===== src/hdl/scs_pkg.sv =====
// Purpose: shared constants and types for the system clock source selector
// Assumes: one 50 MHz sampling clock; clock pins are sampled, not used as clocks
// Notes:   every encoding, width and reset value of the block lives here
`default_nettype none

package scs_pkg;

    // sampling clock
    localparam int CLK_FREQ_HZ = 50_000_000;
    localparam int CLK_PERIOD_NS = 1_000_000_000 / CLK_FREQ_HZ;

    // clock source select encodings
    localparam logic [1:0] SEL_WAKEUP     = 2'h0;
    localparam logic [1:0] SEL_RESERVED   = 2'h1;
    localparam logic [1:0] SEL_PLL_PRESC  = 2'h2;
    localparam logic [1:0] SEL_DIRECT     = 2'h3;
    localparam logic       VCO_BYPASS_ON  = 1'h1;
    localparam logic       OSC_SEL_INTERNAL = 1'h1;

    // prescaler field and half-period counter
    localparam int PRESC_W    = 10;
    localparam int FACTOR_W   = 11;
    localparam int HALF_CNT_W = 11;
    localparam int MAX_DIVIDE = 1024;

    // reset values
    localparam logic                  SYS_CLOCK_RST  = 1'h0;
    localparam logic                  PLL_ENABLE_RST = 1'h0;
    localparam logic [HALF_CNT_W-1:0] HALF_CNT_RST   = 11'h000;
    localparam logic                  PIN_RST        = 1'h0;

    typedef enum logic [2:0] {
        MODE_WAKEUP,
        MODE_RESERVED,
        MODE_PLL,
        MODE_PRESCALE,
        MODE_DIRECT
    } scs_mode_e;

    // configuration from the controlling side
    typedef struct packed {
        logic [1:0]         clock_source_select;
        logic               vco_bypass;
        logic               osc_source_select;
        logic [PRESC_W-1:0] output_prescaler_value;
    } scs_cfg_s;

    // clock pins and internal sources, all asynchronous to clk
    typedef struct packed {
        logic direct_clock_input;
        logic crystal_input;
        logic internal_clock_input;
        logic wakeup_clock_input;
        logic pll_clock_input;
    } scs_pins_s;

endpackage

`default_nettype wire


===== src/hdl/scs_clock_select.sv =====
// Purpose: selects and derives the system clock from the available sources
// Assumes: sources are sampled at 50 MHz; cfg is synchronous to clk
// Notes:   output is a sampled waveform, delayed by the synchroniser and one register, plus the half-period counter register when dividing
//
// Overview of operation
// - select 11 takes direct clock input
// - direct mode follows input frequency and duty
// - prescaler active at select 10, bypass 1
// - divides crystal or internal by value+1
// - factor one follows oscillator duty cycle
// - maximum divide factor is 1024
// - crystal bypass, factor one equals direct drive
// - select 10, bypass 0 enables pll
// - select 00 takes wakeup clock
`default_nettype none

module scs_clock_select (
    input  wire logic               clk,
    input  wire logic               rst,
    input  wire scs_pkg::scs_cfg_s  cfg,
    input  wire scs_pkg::scs_pins_s pins,
    output logic                    sys_clock,
    output logic                    pll_enable,
    output scs_pkg::scs_mode_e      sys_clock_mode
);

    // mode decode from select field and bypass bit
    function automatic scs_pkg::scs_mode_e decode_mode(input logic [1:0] sel,
                                                        input logic       bypass);
        scs_pkg::scs_mode_e m;
        case (sel)
            scs_pkg::SEL_DIRECT:    m = scs_pkg::MODE_DIRECT;
            scs_pkg::SEL_PLL_PRESC: m = (bypass == scs_pkg::VCO_BYPASS_ON) ?
                                        scs_pkg::MODE_PRESCALE : scs_pkg::MODE_PLL;
            scs_pkg::SEL_WAKEUP:    m = scs_pkg::MODE_WAKEUP;
            default:                m = scs_pkg::MODE_RESERVED;
        endcase
        return m;
    endfunction

    // divide factor is the ten-bit value plus one
    function automatic logic [scs_pkg::FACTOR_W-1:0] div_factor(
        input logic [scs_pkg::PRESC_W-1:0] value);
        return {1'b0, value} + 11'h001;
    endfunction

    scs_pkg::scs_pins_s                 pins_q;
    scs_pkg::scs_mode_e                 mode;
    logic                               osc_q;
    logic                               osc_edge;
    logic [scs_pkg::FACTOR_W-1:0]       factor;
    logic [scs_pkg::HALF_CNT_W-1:0]     half_limit;
    logic                               presc_out;
    logic                               osc_prev_r;
    logic                               osc_prev_nxt;
    logic [scs_pkg::HALF_CNT_W-1:0]     half_cnt_r;
    logic [scs_pkg::HALF_CNT_W-1:0]     half_cnt_nxt;
    logic                               sys_clock_r;
    logic                               sys_clock_nxt;
    logic                               pll_enable_r;
    logic                               pll_enable_nxt;
    scs_pkg::scs_mode_e                 mode_r;

    // all clock pins pass two flops before use
    scs_sync u_sync (
        .clk (clk),
        .rst (rst),
        .d   (pins),
        .q   (pins_q)
    );

    // source and divider decode
    always_comb
    begin
        mode     = decode_mode(cfg.clock_source_select, cfg.vco_bypass);
        osc_q    = (cfg.osc_source_select == scs_pkg::OSC_SEL_INTERNAL) ?
                   pins_q.internal_clock_input : pins_q.crystal_input;
        osc_edge = osc_q != osc_prev_r;
        factor   = div_factor(cfg.output_prescaler_value);
        // one full output period is twice the factor in oscillator half periods
        half_limit = 11'((12'(factor) << 1) - 12'h001);
    end

    // half-period counter of the oscillator, runs only while prescaling
    always_comb
    begin
        osc_prev_nxt = osc_q;
        half_cnt_nxt = half_cnt_r;
        if (mode != scs_pkg::MODE_PRESCALE)
        begin
            half_cnt_nxt = scs_pkg::HALF_CNT_RST;
        end
        else if (osc_edge)
        begin
            if (half_cnt_r >= half_limit)
                half_cnt_nxt = scs_pkg::HALF_CNT_RST;
            else
                half_cnt_nxt = half_cnt_r + 11'h001;
        end
    end

    // prescaled waveform: high for the first factor half periods
    always_comb
    begin
        if (factor == 11'h001)
            presc_out = osc_q;
        else
            presc_out = {1'b0, half_cnt_r} < {1'b0, factor};
    end

    // output multiplexer
    always_comb
    begin
        pll_enable_nxt = 1'b0;
        case (mode)
            scs_pkg::MODE_DIRECT:   sys_clock_nxt = pins_q.direct_clock_input;
            scs_pkg::MODE_PRESCALE: sys_clock_nxt = presc_out;
            scs_pkg::MODE_PLL:
            begin
                sys_clock_nxt  = pins_q.pll_clock_input;
                pll_enable_nxt = 1'b1;
            end
            scs_pkg::MODE_WAKEUP:   sys_clock_nxt = pins_q.wakeup_clock_input;
            default:                sys_clock_nxt = scs_pkg::SYS_CLOCK_RST;
        endcase
    end

    // state registers
    always_ff @(posedge clk or posedge rst)
    begin
        if (rst)
        begin
            osc_prev_r   <= scs_pkg::PIN_RST;
            half_cnt_r   <= scs_pkg::HALF_CNT_RST;
            sys_clock_r  <= scs_pkg::SYS_CLOCK_RST;
            pll_enable_r <= scs_pkg::PLL_ENABLE_RST;
            mode_r       <= scs_pkg::MODE_WAKEUP;
        end
        else
        begin
            osc_prev_r   <= osc_prev_nxt;
            half_cnt_r   <= half_cnt_nxt;
            sys_clock_r  <= sys_clock_nxt;
            pll_enable_r <= pll_enable_nxt;
            mode_r       <= mode;
        end
    end

    assign sys_clock      = sys_clock_r;
    assign pll_enable     = pll_enable_r;
    assign sys_clock_mode = mode_r;
endmodule

`default_nettype wire


===== src/hdl/scs_sync.sv =====
// Purpose: two-stage synchroniser for the clock source pins
// Assumes: inputs are asynchronous to clk
// Notes:   first stage feeds only the second stage
`default_nettype none

module scs_sync (
    input  wire logic               clk,
    input  wire logic               rst,
    input  wire scs_pkg::scs_pins_s d,
    output var  scs_pkg::scs_pins_s q
);

    scs_pkg::scs_pins_s meta_r;
    scs_pkg::scs_pins_s meta_nxt;
    scs_pkg::scs_pins_s q_r;
    scs_pkg::scs_pins_s q_nxt;

    // shift pins through two stages
    always_comb
    begin
        meta_nxt = d;
        q_nxt    = meta_r;
    end

    always_ff @(posedge clk or posedge rst)
    begin
        if (rst)
        begin
            meta_r <= '{default: scs_pkg::PIN_RST};
            q_r    <= '{default: scs_pkg::PIN_RST};
        end
        else
        begin
            meta_r <= meta_nxt;
            q_r    <= q_nxt;
        end
    end

    assign q = q_r;

endmodule

`default_nettype wire

===== config.mk =====
export PLATFORM = sky130hd
export DESIGN_NAME = scs_clock_select
export DESIGN_NICKNAME = d
export VERILOG_FILES = /design/src/hdl/scs_pkg.sv /design/src/hdl/scs_clock_select.sv /design/src/hdl/scs_sync.sv
export SDC_FILE = /design/constraint.sdc
export NUM_CORES = 1
export LEC_CHECK = 0
export BUFFER_PORTS_ARGS = -buffer_cell sky130_fd_sc_hd__buf_2
export CORE_AREA = 2 2 72 74
export DETAILED_ROUTE_END_ITERATION = 8
export DIE_AREA = 0 0 74 76
export GPL_TIMING_DRIVEN = 0
export PLACE_DENSITY = 0.59
export SLEW_MARGIN = 20
export SYNTH_ARGS = -nofsm -noshare
export SYNTH_HDL_FRONTEND = slang
export SYNTH_SLANG_ARGS = --single-unit

===== constraint.sdc =====
create_clock -name clk -period 1.9 [get_ports clk]
set_input_delay 0.095 -clock clk [delete_from_list [all_inputs] [get_ports clk]]
set_output_delay 0.095 -clock clk [all_outputs]
set_load 0.02 [all_outputs]

==> metrics <==
GP Congestion=0.7558; critical path cell sequence=buf_12 > ha_4 > buf_4 > xnor2_4 > and4_4 > o21ai_2 > xnor2_2 > ha_4 > buf_4 > nand4_1 > or4_4 > nand3_4 > a31oi_4 > buf_6 > mux2_2; reg2reg end=half_cnt_r[0]; initial drt markers=60; fmax=395.1 MHz; I/O pin count=26; Clk pwr share=~25%; area leader, netlist=dfrtp_1; Fin. Hold Viols=0; # diodes=0; dpl cell area=between 2000 and 2500 sq um; global-route wire length before repair=6.989 mm; setup_tns=-6471 ps; status=finished with violations; clk_skew=about 4.3 ps; sw power=0.0003379 W; Synth top area share=35.04%; R2R depth=8; Slowest-stage cell, CP=or4_4; Via Count=1689; failing checks=setup timing; Hold Path Class=in2reg; Design Area, Final=around 2800 sq um; register area share after synthesis=35.04%; Row Count=26; fin crit share=133.2%; critical path arrival=2690 ps; R2R setup slack=-290 ps; worst setup path endpoint=half_cnt_r[0]; core area=about 4900 sq um; Flop pwr share=48.3%; TritonRoute pass-1 iters=4; drt via density=between 5 and 6; CP max stage delay=500 ps; Worst IR Drop VDD=0.4065 mV; Max Cap Viol=0; crit path kind=in2reg; area growth from synthesis to final layout=44.19%; fillers=430; combinational share of power=between 20% and 30%; chip height=76 microns; warnings from Yosys=0; CTS root buf=clkbuf_8; Placed Instances=295; largest net degree at the start of global routing=28; CTS tree=yes; number of global-route vias before repair=1516; average wire per standard cell=13.20 microns; final number of setup-violating endpoints=12; RSZ-0062 raised after global routing=true; worst-path fanout max=7; static leakage=1.257 nW; post-synthesis register bit count=27; Primary FF master, synth=dfrtp_1; max_slew headroom=63.84%; Total Routing Usage GR=between 10% and 20%; chip width=74 microns; cell count after synthesis=203; syn nets=245; switching share of power=approximately 27%; number of nets in the layout=304; Clock Path Buffers=2; share of layout cells above drive strength 1=40.61%; Detailed Place HPWL=2.957 mm; Num CTS Buffers=3; syn avg cell area=approximately 9.5 sq um; CP startpoint=cfg[1]; latest clock arrival within the worst-skew pair=270 ps; final period demand of the worst path=2531 ps; r2r startpoint=half_cnt_r[8]; CTS Sinks=27; EDFF count, synth=0; H-tree depth=1; Layout Cells excl Fill=331; Final Worst Setup Slack=-630.9 ps; ys async rst share=100.0%; Post-route DRC=0; Yosys cell types=44; Final ANT Viol Nets=0; endpoint class of the critical path=register; gr ovfl total=0; Die Area=around 5600 sq um; Max Slew Vio Count=0; Worst setup SP type=input pin; Area contributors post-synth=dfrtp_1 35%, ha_1 14%, xnor2_1 6.8%, a21oi_1 3.1%, nand3_1 2.9%; Post-Synthesis Cell Area=1928 sq um; routed wire length=4.368 mm; port bufs=22; Critical Path RT=2060 ps; power per cell area=446.5 nW/um^2; worst-margin pin slew=approximately 540 ps; initial antenna violation count=0; Internal Power=0.0009035 W; Initial Utilization=about two fifths; Worst-path clk slew=around 90 ps
[through the flow]
| stage | worst slack (ps) | util, % | power [W] | hold WS [ps] |
|---|---|---|---|---|
| after floorplan | -613.4 | - | 0.0007835 | 126.4 |
| after global placement | -1215 | 45.70 | 0.0008527 | 202.8 |
| after detailed placement | -1228 | 45.70 | 0.0008549 | 204.3 |
| after CTS | -654.1 | 53.41 | 0.001227 | 60.56 |
| after global routing | -783.6 | 56.60 | 0.001319 | 74.67 |
| final | -630.9 | 56.60 | 0.001241 | 69.86 |
[power groups by stage]
| stage | Combinational [W] | Clock, W | Sequential [W] |
|---|---|---|---|
| floorplan | 0.000164 | 0 | 0.000620 |
| global placement | 0.000242 | 0 | 0.000611 |
| detailed placement | 0.000243 | 0 | 0.000612 |
| CTS | 0.000303 | 0.000324 | 0.000600 |
| global route | 0.000362 | 0.000354 | 0.000602 |
| finish | 0.000328 | 0.000313 | 0.000600 |
[synthesized netlist by cell type, types with 2 or more instances]
master and count:
a211o_1 2, nor2_1 9, nor2b_1 3, dfrtp_1 27, nand2b_1 8, ha_1 21
inv_1 9, nand2_1 10, and3_1 7, nand4_1 5, a211oi_1 4, mux2_2 2
and2_1 3, clkbuf_1 2, a21oi_1 12, o21ai_0 6, nor3_1 3, a22o_1 5
or3_1 2, a21o_1 3, xnor2_1 15, xor2_1 3, o211ai_1 2, buf_2 2
a31oi_1 7, buf_4 2, and3_2 2, nand3_1 11
[kinds of logic after synthesis]
| kind of cell | share of synthesized area, % |
|---|---|
| and+or+nand+nor | 20.25 |
| buffers and inverters | 3.439 |
| adders and majority gates | 14.21 |
| muxes | 1.687 |
| xor gates and xnor gates | 8.177 |
| AOI/OAI and AO/OA | 17.20 |
| DFF | 35.04 |
[registers in the layout, indices dropped and copies added, names as in the netlist]
name / cells
half_cnt_r: 11
osc_prev_r: 1
pll_enable: 1
sys_clock: 1
sys_clock_mode: 3
u_sync.meta_r: 5
u_sync.q: 5
[worst min path at each step]
| stage | cells past startpoint | to | slack, ps | start |
|---|---|---|---|---|
| floorplan | 0 | u_sync.meta_r[0] | 130 | pins[0] |
| global placement | 1 | u_sync.meta_r[3] | 200 | pins[3] |
| detailed placement | 1 | u_sync.meta_r[0] | 200 | pins[0] |
| CTS | 2 | sys_clock_mode[1] | 60 | cfg[12] |
| global route | 2 | sys_clock_mode[1] | 70 | cfg[12] |
| finish | 2 | sys_clock_mode[1] | 70 | cfg[12] |
[area by class of cell]
| cell class | instances | area, sq um | area share, % |
|---|---|---|---|
| clock buffer | 4 | 45.04 | 1.620 |
| inverter | 9 | 36.28 | 1.305 |
| buffer | 6 | 52.55 | 1.890 |
| multi-input combinational | 161 | 1466 | 52.75 |
| sequential | 27 | 675.6 | 24.30 |
| tap | 70 | 87.58 | 3.150 |
| timing repair buffer | 54 | 416.7 | 14.99 |
[worst max-delay path, delay by kind of cell]
kind / cells / cell delay, ps
and+or+nand+nor: 4 / 940
buffers and inverters: 4 / 520
adders and majority gates: 2 / 450
xor gates and xnor gates: 2 / 300
muxes: 1 / 250
AOI/OAI and AO/OA: 2 / 140
[cell usage in the layout (no fill, tap or decap), drive strengths merged]
master,n
a211o,3
xnor2,15
a21oi,12
or4,1
nand3,11
a21boi,1
clkbuf,7
a21o,3
nor2b,3
nand2b,8
o211ai,2
o311ai,1
dlygate4sd3,7
nand3b,1
a211oi,4
nand2,10
maj3,1
nor4,2
nor3,3
and2,3
or2,1
o21ai,7
dfrtp,27
o2111ai,1
and3,9
and4,1
and3b,1
ha,21
mux2i,1
or3,2
a22o,5
a31oi,8
buf,50
xor2,3
o21a,1
inv,9
nor2,9
nand4,5
mux2,2
[metal layers]
metal / up-vias / GRT usage, % / wire (microns)
li1: 860 / - / -
met1: 812 / 23.35 / 2087
met2: 15 / 23.21 / 2190
met3: 2 / 3.175 / 76
met4: 0 / 1.818 / 12
met5: - / 0 / 0
[what timing repair did]
item | CTS | global route
pin swaps | 20 | 9
gates cloned | 1 | 0
resized for setup | 35 | 16
endpoints found under the hold margin | 6 | 27
hold buffers | 6 | 1
setup endpoints to repair | 12 | 12
buffers inserted | 15 | 9
Note: power is estimated with default switching activity, not from simulation.
